## src/felcu_params.svh

```systemverilog
// Constants of the flash erase and lock command unit.
`ifndef FELCU_PARAMS_SVH
`define FELCU_PARAMS_SVH
// Command words written to any flash address, except a block or lock confirm, which goes to the block's last even address.
`define FELCU_CMD_READ_ARRAY 16'hffff
`define FELCU_CMD_BLOCK_ERASE 16'h2020
`define FELCU_CMD_BULK_ERASE 16'ha7a7
`define FELCU_CMD_READ_STATUS 16'h7070
`define FELCU_CMD_CLEAR_STATUS 16'h5050
`define FELCU_CMD_READ_LOCK 16'h7171
`define FELCU_CMD_LOCK_PROGRAM 16'h7777
`define FELCU_CMD_CONFIRM 16'hd0d0
// Field positions in the second status word.
`define FELCU_ST2_READY_BIT 7
`define FELCU_ST2_PROG_ERR1_BIT 10
`define FELCU_ST2_PROG_ERR2_BIT 11
`define FELCU_ST2_ERASE_ERR_BIT 12
// Field positions in the lock status word.
`define FELCU_LOCK_LOW_BIT 1
`define FELCU_LOCK_HIGH_BIT 9
// Block layout: four uneven low blocks, then equal large blocks.
`define FELCU_BLK0_END 20'h03fff
`define FELCU_BLK1_END 20'h05fff
`define FELCU_BLK2_END 20'h07fff
`define FELCU_BLK3_END 20'h0ffff
`define FELCU_BIG_BLK_SIZE 20'h10000
`define FELCU_NUM_BLOCKS 15
`endif

```

## src/felcu_pkg.sv

```systemverilog
// Types shared by the flash erase and lock command unit.
package felcu_pkg;
  // One processor access to the flash address space.
  typedef struct packed {
    logic wr;
    logic rd;
    logic [19:0] addr;
    logic [15:0] wdata;
  } felcu_bus_req_t;
  // What a read of the flash space returns.
  typedef enum logic [1:0] {
    FELCU_RD_ARRAY,
    FELCU_RD_STATUS,
    FELCU_RD_LOCK
  } felcu_rd_mode_t;
endpackage

```

## src/felcu_block_decode.sv

```systemverilog
// Address to erase block decoder for the flash command unit.
`timescale 1ns/1ps
`default_nettype none
`include "felcu_params.svh"
module felcu_block_decode #(
  parameter int NUM_BLOCKS = `FELCU_NUM_BLOCKS
) (
  // Address in.
  input wire logic [19:0] addr,
  // Decoded block.
  output logic [3:0] blk_idx,
  output logic blk_hit,
  output logic last_even
);
  import felcu_pkg::*;

  logic [NUM_BLOCKS-1:0] hit;
  logic [NUM_BLOCKS-1:0] at_end;

  // Last byte address of block n.
  function automatic logic [19:0] blk_end(input int n);
    logic [19:0] e;
    case (n)
      0: e = `FELCU_BLK0_END;
      1: e = `FELCU_BLK1_END;
      2: e = `FELCU_BLK2_END;
      3: e = `FELCU_BLK3_END;
      default: e = 20'(`FELCU_BLK3_END + (n - 3) * `FELCU_BIG_BLK_SIZE);
    endcase
    return e;
  endfunction

  // [RQ13] one compare per block
  for (genvar i = 0; i < NUM_BLOCKS; i++)
  begin : g_blk
    localparam logic [19:0] LO =
      (i == 0) ? 20'h00000 : 20'(blk_end(i - 1) + 1);
    localparam logic [19:0] HI = blk_end(i);
    assign hit[i] = (addr >= LO) && (addr <= HI);
    assign at_end[i] = (addr == 20'(HI - 1));
  end

  // Blocks do not overlap, so at most one hit is set.
  always_comb
  begin
    blk_idx = 4'h0;
    blk_hit = 1'b0;
    last_even = 1'b0;
    for (int j = 0; j < NUM_BLOCKS; j++)
    begin
      if (hit[j])
      begin
        blk_idx = 4'(j);
        blk_hit = 1'b1;
        last_even = at_end[j];
      end
    end
  end
endmodule
`default_nettype wire

```

## src/felcu_top.sv

```systemverilog
// Command sequencer for flash erase, status and lock bit handling.
// How it works
// [RQ1] Erase command, confirm at block's last even address.
// [RQ2] Protected block erase refused unless override set.
// [RQ3] Ready flag low while erasing; erases refused.
// [RQ4] Bulk erase command, confirm anywhere, unprotected blocks.
// [RQ5] Status command makes next read return status.
// [RQ6] Clear command zeroes status bits ten to twelve.
// [RQ7] Error bits set block program and erase.
// [RQ8] Lock command makes block end read lock word.
// [RQ9] Lock word: bits one and nine, zero protected.
// [RQ10] Lock program sequence only way to protect.
// [RQ11] Unprotect only by override plus erase.
// [RQ12] Lock bits live in nonvolatile storage.
// [RQ13] Erase whole blocks: 16K,8K,8K,32K, then 64K.
// [RQ14] Read array command restores normal reads.
// [RQ15] Erase or lock commands ignored while busy.
`timescale 1ns/1ps
`default_nettype none
`include "felcu_params.svh"
module felcu_top #(
  parameter int NUM_BLOCKS = `FELCU_NUM_BLOCKS
) (
  // Clock and reset.
  input wire logic clk,
  input wire logic nrst,
  // Processor access to the flash space.
  input wire felcu_pkg::felcu_bus_req_t bus_req,
  output logic [15:0] bus_rdata,
  output logic bus_rvalid,
  // Protection override control bit.
  input wire logic protection_override,
  // Flash array read data and erase engine.
  input wire logic [15:0] array_rdata,
  output logic erase_start,
  output logic [3:0] erase_blk,
  input wire logic erase_done,
  input wire logic erase_fail,
  // Nonvolatile lock bit store.
  input wire logic [NUM_BLOCKS-1:0] nv_lock,
  output logic nv_wr,
  output logic [3:0] nv_idx,
  output logic nv_val,
  input wire logic nv_done,
  // Status.
  output logic flash_ready_flag,
  output logic [15:0] flash_status_two
);
  import felcu_pkg::*;

  typedef enum logic [2:0] {
    S_IDLE,
    S_CONFIRM,
    S_ERASE_ISSUE,
    S_ERASE_WAIT,
    S_UNLOCK_WAIT,
    S_LOCK_WAIT
  } felcu_state_t;

  typedef enum logic [1:0] {
    OP_ERASE,
    OP_BULK,
    OP_LOCK
  } felcu_op_t;

  felcu_state_t state_r;
  felcu_op_t op_r;
  felcu_rd_mode_t rd_mode_r;
  logic [3:0] cur_blk_r;
  logic bulk_r;
  logic prog_err1_r;
  logic prog_err2_r;
  logic erase_err_r;
  logic [3:0] dec_blk;
  logic dec_hit;
  logic dec_last_even;
  logic busy;
  logic any_err;
  logic wr_cmd;
  logic confirm_ok;
  logic blk_allowed;
  logic set_erase_err;
  logic set_prog_err1;
  logic set_prog_err2;
  logic clear_status;
  logic [15:0] lock_word;

  // Map the access address to a block.
  felcu_block_decode #(
    .NUM_BLOCKS(NUM_BLOCKS)
  ) u_decode (
    .addr(bus_req.addr),
    .blk_idx(dec_blk),
    .blk_hit(dec_hit),
    .last_even(dec_last_even)
  );

  // Sequencer is busy from confirm to end of erase or lock program.
  assign busy = (state_r != S_IDLE) && (state_r != S_CONFIRM);
  assign any_err = prog_err1_r | prog_err2_r | erase_err_r;
  // [RQ15] busy ignores new sequences
  // Writes are only decoded in idle or confirm, so a running job is safe.
  assign wr_cmd = bus_req.wr && (state_r == S_IDLE);
  assign clear_status = bus_req.wr && (state_r == S_IDLE) &&
                        (bus_req.wdata == `FELCU_CMD_CLEAR_STATUS);

  // [RQ2] override gate on lock
  assign blk_allowed = !nv_lock[cur_blk_r] ? protection_override : 1'b1;

  // [RQ1] confirm address check
  always_comb
  begin
    confirm_ok = 1'b0;
    if (bus_req.wr && (state_r == S_CONFIRM) &&
        (bus_req.wdata == `FELCU_CMD_CONFIRM))
    begin
      if (op_r == OP_BULK)
        confirm_ok = 1'b1;
      else
        confirm_ok = dec_hit && dec_last_even;
    end
  end

  // Error events raised by the sequencer.
  always_comb
  begin
    set_erase_err = 1'b0;
    set_prog_err1 = 1'b0;
    set_prog_err2 = 1'b0;
    if (bus_req.wr && (state_r == S_CONFIRM) && !confirm_ok)
    begin
      if (op_r == OP_LOCK)
        set_prog_err1 = 1'b1;
      else
        set_erase_err = 1'b1;
    end
    // [RQ2] protected block refused
    if ((state_r == S_ERASE_ISSUE) && !bulk_r && !blk_allowed)
      set_erase_err = 1'b1;
    if ((state_r == S_ERASE_WAIT) && erase_done && erase_fail)
      set_erase_err = 1'b1;
    if ((state_r == S_LOCK_WAIT) && nv_done && nv_lock[cur_blk_r])
      set_prog_err2 = 1'b1;
  end

  // Command sequencer.
  always_ff @(posedge clk or negedge nrst)
  begin
    if (!nrst)
    begin
      state_r <= S_IDLE;
      op_r <= OP_ERASE;
      cur_blk_r <= 4'h0;
      bulk_r <= 1'b0;
    end
    else
    begin
      case (state_r)
        S_IDLE:
        begin
          // [RQ7] errors block new operations
          if (wr_cmd && !any_err)
          begin
            case (bus_req.wdata)
              `FELCU_CMD_BLOCK_ERASE:
              begin
                op_r <= OP_ERASE;
                state_r <= S_CONFIRM;
              end
              // [RQ4] bulk erase command
              `FELCU_CMD_BULK_ERASE:
              begin
                op_r <= OP_BULK;
                state_r <= S_CONFIRM;
              end
              // [RQ10] lock program command
              `FELCU_CMD_LOCK_PROGRAM:
              begin
                op_r <= OP_LOCK;
                state_r <= S_CONFIRM;
              end
              default:
              begin
                state_r <= S_IDLE;
              end
            endcase
          end
        end
        S_CONFIRM:
        begin
          if (bus_req.wr)
          begin
            state_r <= S_IDLE;
            if (confirm_ok)
            begin
              bulk_r <= (op_r == OP_BULK);
              cur_blk_r <= (op_r == OP_BULK) ? 4'h0 : dec_blk;
              state_r <= (op_r == OP_LOCK) ? S_LOCK_WAIT : S_ERASE_ISSUE;
            end
          end
        end
        // [RQ13] one whole block per erase
        S_ERASE_ISSUE:
        begin
          if (blk_allowed)
            state_r <= S_ERASE_WAIT;
          else if (bulk_r && (cur_blk_r != 4'(NUM_BLOCKS - 1)))
            cur_blk_r <= cur_blk_r + 4'h1;
          else
            state_r <= S_IDLE;
        end
        S_ERASE_WAIT:
        begin
          if (erase_done)
          begin
            // [RQ11] erase with override unlocks
            if (!nv_lock[cur_blk_r] && !erase_fail)
              state_r <= S_UNLOCK_WAIT;
            else if (bulk_r && (cur_blk_r != 4'(NUM_BLOCKS - 1)))
            begin
              cur_blk_r <= cur_blk_r + 4'h1;
              state_r <= S_ERASE_ISSUE;
            end
            else
              state_r <= S_IDLE;
          end
        end
        S_UNLOCK_WAIT:
        begin
          if (nv_done)
          begin
            if (bulk_r && (cur_blk_r != 4'(NUM_BLOCKS - 1)))
            begin
              cur_blk_r <= cur_blk_r + 4'h1;
              state_r <= S_ERASE_ISSUE;
            end
            else
              state_r <= S_IDLE;
          end
        end
        S_LOCK_WAIT:
        begin
          if (nv_done)
            state_r <= S_IDLE;
        end
        default:
        begin
          state_r <= S_IDLE;
        end
      endcase
    end
  end

  // Erase engine request, one cycle per allowed block.
  assign erase_start = (state_r == S_ERASE_ISSUE) && blk_allowed;
  assign erase_blk = cur_blk_r;

  // [RQ12] lock bits written to nonvolatile store
  assign nv_wr = ((state_r == S_LOCK_WAIT) || (state_r == S_UNLOCK_WAIT)) &&
                 !nv_done;
  assign nv_idx = cur_blk_r;
  assign nv_val = (state_r == S_UNLOCK_WAIT);

  // Error flags; a new error wins over a clear in the same cycle.
  always_ff @(posedge clk or negedge nrst)
  begin
    if (!nrst)
    begin
      prog_err1_r <= 1'b0;
      prog_err2_r <= 1'b0;
      erase_err_r <= 1'b0;
    end
    else
    begin
      // [RQ6] clear status bits
      prog_err1_r <= set_prog_err1 | (prog_err1_r & !clear_status);
      prog_err2_r <= set_prog_err2 | (prog_err2_r & !clear_status);
      erase_err_r <= set_erase_err | (erase_err_r & !clear_status);
    end
  end

  // [RQ3] ready flag tracks busy
  assign flash_ready_flag = !busy;

  // Second status word.
  always_comb
  begin
    flash_status_two = 16'h0000;
    flash_status_two[`FELCU_ST2_READY_BIT] = !busy;
    flash_status_two[`FELCU_ST2_PROG_ERR1_BIT] = prog_err1_r;
    flash_status_two[`FELCU_ST2_PROG_ERR2_BIT] = prog_err2_r;
    flash_status_two[`FELCU_ST2_ERASE_ERR_BIT] = erase_err_r;
  end

  // [RQ9] lock word with two copies
  always_comb
  begin
    lock_word = 16'h0000;
    lock_word[`FELCU_LOCK_LOW_BIT] = nv_lock[dec_blk];
    lock_word[`FELCU_LOCK_HIGH_BIT] = nv_lock[dec_blk];
  end

  // Read mode follows the last mode command.
  always_ff @(posedge clk or negedge nrst)
  begin
    if (!nrst)
      rd_mode_r <= FELCU_RD_ARRAY;
    else if (bus_req.wr && (state_r == S_IDLE))
    begin
      case (bus_req.wdata)
        // [RQ14] back to array reads
        `FELCU_CMD_READ_ARRAY: rd_mode_r <= FELCU_RD_ARRAY;
        // [RQ5] status read mode
        `FELCU_CMD_READ_STATUS: rd_mode_r <= FELCU_RD_STATUS;
        // [RQ8] lock read mode
        `FELCU_CMD_READ_LOCK: rd_mode_r <= FELCU_RD_LOCK;
        default: rd_mode_r <= rd_mode_r;
      endcase
    end
  end

  // Read data, registered one cycle after the read strobe.
  always_ff @(posedge clk or negedge nrst)
  begin
    if (!nrst)
    begin
      bus_rdata <= 16'h0000;
      bus_rvalid <= 1'b0;
    end
    else
    begin
      bus_rvalid <= bus_req.rd;
      if (bus_req.rd)
      begin
        if (rd_mode_r == FELCU_RD_STATUS)
          bus_rdata <= flash_status_two;
        // [RQ8] lock word at block end
        else if ((rd_mode_r == FELCU_RD_LOCK) && dec_hit && dec_last_even)
          bus_rdata <= lock_word;
        else
          bus_rdata <= array_rdata;
      end
    end
  end
endmodule
`default_nettype wire
```

## config.mk

```make
export PLATFORM = sky130hd
export DESIGN_NAME = felcu_top
export DESIGN_NICKNAME = d
export VERILOG_FILES = /design/src/felcu_pkg.sv /design/src/felcu_block_decode.sv /design/src/felcu_top.sv
export VERILOG_INCLUDE_DIRS = /design/src /design/src/src
export SDC_FILE = /design/constraint.sdc
export NUM_CORES = 1
export LEC_CHECK = 0
export BUFFER_PORTS_ARGS = -buffer_cell sky130_fd_sc_hd__clkbuf_2
export CAP_MARGIN = 20
export CORE_MARGIN = 3
export CORE_UTILIZATION = 30
export CTS_BUF_LIST = sky130_fd_sc_hd__clkbuf_4 sky130_fd_sc_hd__clkbuf_8 sky130_fd_sc_hd__clkbuf_16
export DETAILED_ROUTE_END_ITERATION = 12
export GPL_ROUTABILITY_DRIVEN = 0
export SYNTH_ARGS = -nofsm -noshare
export SYNTH_HDL_FRONTEND = slang
export SYNTH_SLANG_ARGS = --single-unit
```

## constraint.sdc

```tcl
create_clock -name clk -period 3.15 [get_ports clk]
set_input_delay 0.7875 -clock clk [delete_from_list [all_inputs] [get_ports clk]]
set_output_delay 0.7875 -clock clk [all_outputs]
set_load 0.1 [all_outputs]
```

==> results.md, run 1 <==
Floorplan:
- The overall die area is 9830 um^2.
- The number of top-level design ports is 120.
- The die height is 99.1 um.
- After floorplanning, the core was divided into 33 placement rows.
- The core outline area is about 8300 um^2.
- The starting density of the core is 31.2%.
- The horizontal die dimension is 99.1 um.

Logic synthesis:
- A synthesized cell averages roughly 8 um^2.
- After technology mapping, the gate count stands at 324.
- The portion of netlist area occupied by mux cells is 7.50%.
- The fraction of registers with async set/reset is 100%.
- After Yosys synthesis, full adders, half adders and majority gates account for 1.35% of the synthesized area.
- The synthesized netlist contains 60 unique library cells.
- The post-synthesis simple-gate area fraction is about 29%.
- After synthesis, the largest family of logic cells by area is simple AND/OR/NAND/NOR gates.
- For this run, the leading register cell type out of synthesis is dfrtp_1.
- For this run, the number of Yosys warnings is 0.
- The cell area that synthesis handed to floorplanning was 2600 um^2.
- The share of the synthesized netlist area taken by xor and xnor gates is 0.337%.
- The number of synthesized flops with an enable pin is 0.
- The post-synthesis register bit count is 32.
- The compound-cell area share of the yosys netlist is 21.1%.
- The sequential element share of the synthesized area is 30.8%.

Routing:
- The wire length per cell after detailed routing is 14.5 um.
- In this run the remaining antenna-violating nets after routing total 0.
- The detailed-router iteration count before antenna repair is 4.
- The routed wire length is 7.67 mm.
- In the routed layout, each cell is associated on average with a via count of 5.09.
- The number of DRC markers after the initial detailed-route iteration is 131.
- The routed layout has 2680 vias.
- After detailed routing, the number of remaining DRC violations is 0.

Cells and area:
- The total non-filler cell area in the finished layout is 3270 um^2.
- Leaving out fill and tap cells, the most frequent cell in the layout is clkbuf_2.
- The top cell types in the final layout, fill and taps aside, are 106 x clkbuf_2, 33 x nand2_1, 31 x nor2_1.
- The total number of nets in the final design is 498.
- In the final layout, the share of cells above drive strength 1 is 34.1%.
- The number of diodes is 0.
- The synthesis-to-layout area growth is 25.7%.
- For this run, the share of the core covered by cells in the final layout is 39.2%.

Global routing:
- The via count of the first global-routing pass is about 2600.
- The first-pass GRT wire length is roughly 12 mm.
- The maximum number of pins on one net before global-route repair is 36.
- The initial antenna violation count is 0.
- The overall routing resource usage is 15.2%.
- Global routing finished with a remaining overflow of 0.

STA:
- The post-layout worst setup margin is 0.147 ns.
- The part of the cycle the worst path needs is 95.3%.
- For the pin with the worst max-slew slack, the measured transition is between 1 and 1.5 ns.
- For the finished layout, the period the worst path requires is between 3 and 4 ns.
- The final-report hold violation count was 0.
- Summed over all failing endpoints, the final setup total negative slack is 0 ns.
- Setup repair after global routing left no endpoint under its margin.
- Derived from the worst setup path, the maximum achievable clock frequency is between 300 and 400 MHz.
- Setup violations remaining at the end of the flow were counted as 0.
- The max-slew violation count is 0.
- The relative slew slack is 32.7%.
- Between clock sinks in the finished design, the worst skew comes to 0.00692 ns.

Placed design:
- The half-perimeter wire length after placement is roughly 6.3 mm.
- The total placed instance area is between 3000 and 4000 um^2.
- Prior to clock tree synthesis, the placed netlist has a worst setup slack of between 0.15 and 0.2 ns.
- The count of buffers added on input and output ports is around 110.

Job:
- The number of maximum-capacitance violations is 0.

Worst setup path:
- The maximum fanout along the worst path is 14.
- The critical path data required time is 2.36 ns.
- The kind of end point of the critical path is an output port.
- The critical setup path kind is flop to output port.
- The worst path arrival time is 2.22 ns.
- STA classifies the critical path startpoint as a flop.
- The depth of the most critical reg-to-reg path is 6.

CTS:
- The clock tree from TritonCTS is built.
- The clock root buffer is clkbuf_8.
- The number of setup buffers added after CTS is 0.
- The quantity of gates resized following cts is 0.
- In this run, post-CTS hold repair placed 0 buffers.
- CTS built an H-tree with a depth of 2.
- At the later pin of the worst-skew pair, clock insertion delay measures between 0.2 and 0.3 ns.
- The TritonCTS buffer count is 5.
- No sink is reached through more buffers than the 2 on the longest clock path.
- After clock tree synthesis, the clock-pin slew on the worst setup and hold paths is about 0.070 ns.
- The clock net sink count is 32.

Min path:
- The worst hold path was traced through 2 stages.
- The worst hold path belongs to the class flop to flop.

Pwr:
- The static leakage is between 1.5 and 2 nW.
- Across the VDD grid, the largest voltage drop is 0.586 mV.
- The power density of the placed cells is 610 nW/um^2.

Outcome:
- The flow ran to the end, and the final reports show no timing, DRC or antenna violations.
[where the power goes]
group          total, mW  internal [mW]  switching [mW]
clock network      0.400          0.234           0.166
registers          0.565          0.464           0.101
logic               1.03          0.228           0.801
[metal layers]
layer	GRT usage, %	routed length [um]	part of all wire, %
met1	20.0	3420	45
met2	26.0	3690	48
met3	2.95	499	6.5
met4	2.94	60	0.78
met5	0	0	0
[sequential cells by signal, summed over array words and instances, names as in the netlist, 2 cells and up]
name,count
bus_rdata,16
erase_blk,4
state_r,3
op_r,2
rd_mode_r,2
[Yosys cell counts, types with 3 or more instances]
| cell | instances | area [um^2] |
|---|---|---|
| a31oi_1 | 3 | 18.8 |
| buf_4 | 20 | 150 |
| inv_1 | 15 | 56.3 |
| nor3_1 | 9 | 45.0 |
| nor2b_1 | 10 | 62.6 |
| nor2_1 | 31 | 116 |
| clkbuf_1 | 7 | 26.3 |
| o31ai_1 | 4 | 30.0 |
| nand2_1 | 33 | 124 |
| mux2i_1 | 3 | 30.0 |
| o211ai_1 | 4 | 30.0 |
| nand3b_1 | 3 | 22.5 |
| a22oi_1 | 4 | 30.0 |
| nand4b_1 | 3 | 26.3 |
| o22ai_1 | 3 | 18.8 |
| nor4_1 | 7 | 43.8 |
| dfrtp_1 | 32 | 801 |
| nand2b_1 | 7 | 43.8 |
| mux2_2 | 8 | 90.1 |
| nand3_1 | 23 | 115 |
| o21ai_0 | 29 | 145 |
| a21oi_1 | 14 | 70.1 |
| buf_2 | 3 | 15.0 |
[stage by stage]
step	std cells	hold WS [ns]	power, mW
floorplan	335	0.476	1.46
global placement	519	0.509	1.60
detailed placement	519	0.508	1.61
CTS	527	0.527	2.01
global route	527	0.555	2.09
finish	527	0.520	1.99
[cell type report]
type,count,area (um^2)
fillers,876,5070
multi-input cells,255,1580
flip-flops and latches,32,807
repair buffers,112,588
well taps,105,131
clock buffers,5,68.8
inverters,15,56.3
clock inverters,3,42.5
[critical path, cell delays in order, from the launching register on]
cell     delay (ns)
dfrtp_4        0.52
mux2_2         0.35
mux4_2         0.53
nor3_2         0.13
a311o_2        0.14
inv_1          0.08
buf_12         0.17
[kinds of logic (layout without fill, tap and decap cells)]
family,count (synthesis),in the layout
flops,32,32
compound gates,82,82
mux,14,14
xor+xnor,1,1
other cells,1,12
buf+inv,48,135
simple gates,143,143
fa+ha+maj,3,3
[path summary, 6_finish.rpt]
check                                   from           end  slack (ns)
worst max-delay path            erase_blk[0]   erase_start        0.15
worst min-delay path            rd_mode_r[1]  rd_mode_r[1]        0.52
worst max register to register  erase_blk[0]  erase_blk[1]        0.71
worst min register to register  rd_mode_r[1]  rd_mode_r[1]        0.52
max in group asynchronous               nrst  erase_blk[0]        1.98
min in group asynchronous               nrst  bus_rdata[0]        0.58
Power figures use the tool's default switching activity.
==> run 2, diff against run 1 <==
--- a/config.mk
+++ b/config.mk
@@ -13,6 +13,7 @@
 export CTS_BUF_LIST = sky130_fd_sc_hd__clkbuf_4 sky130_fd_sc_hd__clkbuf_8 sky130_fd_sc_hd__clkbuf_16
 export DETAILED_ROUTE_END_ITERATION = 12
 export GPL_ROUTABILITY_DRIVEN = 0
+export MAX_ROUTING_LAYER = met4
 export SYNTH_ARGS = -nofsm -noshare
 export SYNTH_HDL_FRONTEND = slang
 export SYNTH_SLANG_ARGS = --single-unit
==> constraint.sdc (replaced) <==
create_clock -name clk -period 3.3 [get_ports clk]
set_input_delay 0.825 -clock clk [delete_from_list [all_inputs] [get_ports clk]]
set_output_delay 0.825 -clock clk [all_outputs]
set_load 0.1 [all_outputs]
==> run 2 against run 1 <==
Global-route usage decreased by 0.13 points. Flip-flop and latch count unchanged. Worst hold slack about the same. Clock skew decreased by 0.0028 ns. Sequential power decreased by 5.3%. Die area unchanged. Final area decreased by 0.54%. Core utilization decreased by 0.21 points.
==> results.md, run 2 (synthesized netlist as in run 1, its figures left out) <==
Routing:
- The final antenna-violating net count was 0 (unchanged).
- The number of vias per cell after detailed routing was 5.08 (-0.18%).
- The number of DRC markers after the initial detailed-route iteration is 156 (+19%).
- The wire length per cell after detailed routing was 14.0 um (-3.7%).
- The DRC violation count after routing is 0 (unchanged).
- The routed wire length is 7.36 mm (-4.0%).
- The met2 routed wirelength is 3.39 mm (-8.2%).
- The detailed-router iteration count before antenna repair is 4 (unchanged).
- The total number of vias is 2665 (-0.56%).
- The highest metal layer carrying signal wires in the routed design is met4.
- The met3 wire length is 503 um (+0.80%).
- The wire length on met1 came to 3.34 mm (-2.4%).

Worst setup path:
- In this run the critical register-to-register path is launched from erase_blk[0].
- The depth of the most critical reg-to-reg path is 6 (unchanged).
- By startpoint and endpoint, the worst setup path is classified as flop to output port.
- The critical path data required time is 2.47 ns (+0.11 ns).
- The cell count along the critical path came to 6 (unchanged).
- The slowest stage of the critical path is the dfrtp_2 cell.
- In this run the critical register-to-register path is captured at erase_blk[1].
- The kind of end point of the critical path is an output port.
- The most critical setup path has its startpoint at erase_blk[0].
- Following the worst setup path forward leads to its endpoint at erase_start.
- The combined buffer and inverter count along the critical path came to 2 (unchanged).
- The maximum fanout along the worst path came to 14 (unchanged).
- The critical path goes through mux2_2, mux4_2, nor3_2, a311o_2, inv_1, buf_12.
- The worst path arrival time is 2.31 ns (+0.09 ns).
- The reg2reg setup slack is 0.84 ns (+0.13 ns).
- Broken down by cell family, the worst path's largest delay share belongs to multiplexers.
- The longest individual stage delay on the worst path is 0.53 ns (about the same).
- The element type at the critical path start is a flop.

STA:
- The final-report hold violation count came to 0 (unchanged).
- The final count of negative-setup-slack endpoints is 0 (unchanged).
- The final period demand of the worst path is approximately 3.1 ns.
- The relative slew slack was 31.6% (-1.1 points).
- The worst clock skew is 0.00417 ns (-0.00275 ns).
- The post-layout worst setup margin is 0.162 ns (+0.0149 ns).
- The max-slew violation count is 0 (unchanged).
- The maximum frequency from static timing analysis is between 300 and 400 MHz.
- The slew at the pin with the worst max-slew slack is 1.02 ns (+0.0165 ns).
- The setup TNS is 0 ns (unchanged).
- The part of the cycle the worst path needs is 95.1%.
- The final hold slack is 0.521 ns (+0.000341 ns).
- Setup repair after global routing left no endpoint under its margin.

Min path:
- The number of cells on the worst hold path is 2 (unchanged).
- The tightest min-delay check is of the flop to flop type.
- In this run the most critical hold path is launched from bus_rdata[2].

Pwr:
- The combinational fraction of design power is 51.6% (about the same).
- The switching power as a share of total power was 53.5% (about the same).
- The maximum VDD drop is 0.318 mV (-46%).
- The part of the power in registers is 28.3% (about the same).
- The static leakage is 1.50 nW (-0.60%).
- The net switching power is 1.01 mW (-5.2%).
- The total chip power is 1.89 mW (-5.1%).
- The portion of total power attributed to the clock network was 20.1% (about the same).
- The internal power is 0.880 mW (-5.1%).
- The power density of the placed cells is 582 nW/um^2 (-4.6%).

Cells and area:
- The synthesis-to-layout area growth is 25.0%.
- The register ranked first by flip-flop count is bus_rdata.
- The number of flip-flops in the largest register is 16 (unchanged).
- The total number of nets in the final design came to 496 (-0.40%).
- The total non-filler cell area in the finished layout is 3250 um^2 (-0.54%).
- The leading cell type in the layout, fill and taps excluded is clkbuf_2.
- Leaving out fill and tap cells, the most frequent cells in the layout are 106 x clkbuf_2, 33 x nand2_1, 31 x nor2_1.
- The fraction of final layout cells sized beyond drive strength 1 is 33.8% (-0.31 points).
- The number of diodes is 0 (unchanged).

Global routing:
- The maximum number of pins on one net before global-route repair is 36 (unchanged).
- The via count of the first global-routing pass is 2525 (-1.1%).
- The initial antenna violation count is 0 (unchanged).
- The remaining global-route overflow came to 0 (unchanged).
- The overall routing resource usage is 15.0% (-0.13 points).
- The first-pass GRT wire length is 11.9 mm (-2.8%).

CTS:
- The clock transition at the registers of the reported paths came to 0.07 ns (about the same).
- The maximum buffer depth of the clock tree came to 2 (unchanged).
- The quantity of gates resized following cts came to 0 (unchanged).
- The level count of the clock H-tree is 2 (unchanged).
- The source-to-sink clock delay at the later pin of the worst-skew pair is 0.29 ns (about the same).
- TritonCTS built the clock tree.
- The number of setup buffers added after CTS was 0 (unchanged).
- The cts-stage hold buffer count came to 0 (unchanged).
- The clock net sink count is 32 (unchanged).
- The TritonCTS buffer count is 5 (unchanged).
- The clock root buffer is clkbuf_8.

Placed design:
- The half-perimeter wire length after placement was 5.88 mm (-5.9%).
- The total placed instance area is 3140 um^2 (-0.55%).
- The count of buffers inserted at the top-level ports is 107 (unchanged).
- The pre-CTS worst setup slack came to 0.190 ns (+0.000595 ns).

Floorplan:
- The starting density of the core is 31.2% (unchanged).
- The core outline area is 8340 um^2 (unchanged).
- The overall die area is 9830 um^2 (unchanged).
- The die height was 99.1 um (unchanged).
- The row count came to 33 (unchanged).
- The number of top-level design ports is 120 (unchanged).
- The horizontal die dimension is 99.1 um (unchanged).

Job:
- The number of maximum-capacitance violations is 0 (unchanged).

Outcome:
- The run finished with clean final reports.
## run 2: cell types whose count changed in the layout (fill, tap and decap cells not counted)
cell / previous run / this run
buf_4: 5 / 3
dfrtp_2: 2 / 3
dfrtp_4: 1 / 0
## run 2: stage by stage
stage	util, %	std cells
floorplan	-	335
global placement	37.7	517
detailed placement	37.7	517
CTS	39.0	525
global route	39.0	525
finish	39.0	525
## run 2: layer usage
| metal | track usage [%] | vias to the layer above |
|---|---|---|
| li1 | - | 1333 |
| met1 | 19.4 | 1220 |
| met2 | 24.2 | 99 |
| met3 | 2.81 | 13 |
| met4 | 4.20 | 0 |
| met5 | - | - |
## run 2: how the worst min path moves through the flow
stage | to | slack (ns)
3_5_place_dp | rd_mode_r[1] | 0.51
4_1_cts | bus_rdata[8] | 0.53
2_1_floorplan | rd_mode_r[1] | 0.48
3_3_place_gp | bus_rdata[8] | 0.51
5_1_grt | bus_rdata[3] | 0.54
6_report | bus_rdata[2] | 0.52
## run 2: power by group through the flow
stage	sequential [mW]	clock (mW)	combinational [mW]
after CTS	0.534	0.390	0.981
final	0.535	0.380	0.977
after global routing	0.546	0.413	1.03
after global placement	0.539	0	0.973
after floorplan	0.791	0	0.595
after detailed placement	0.542	0	0.978
## run 2: area by class of cell
type | count | area (um^2)
fillers | 878 | 5090
clock inverters | 3 | 42.5
clock buffers | 5 | 68.8
multi-input cells | 255 | 1580
inverters | 15 | 56.3
well taps | 105 | 131
repair buffers | 110 | 573
flip-flops and latches | 32 | 805
## run 2: worst register-to-register path, stage by stage, from the launching register on
cell     delay, ns
dfrtp_2       0.53
mux2_2        0.38
mux4_2        0.51
nor4_1        0.27
a21oi_1       0.15
nand4_4       0.17
mux2_2        0.34
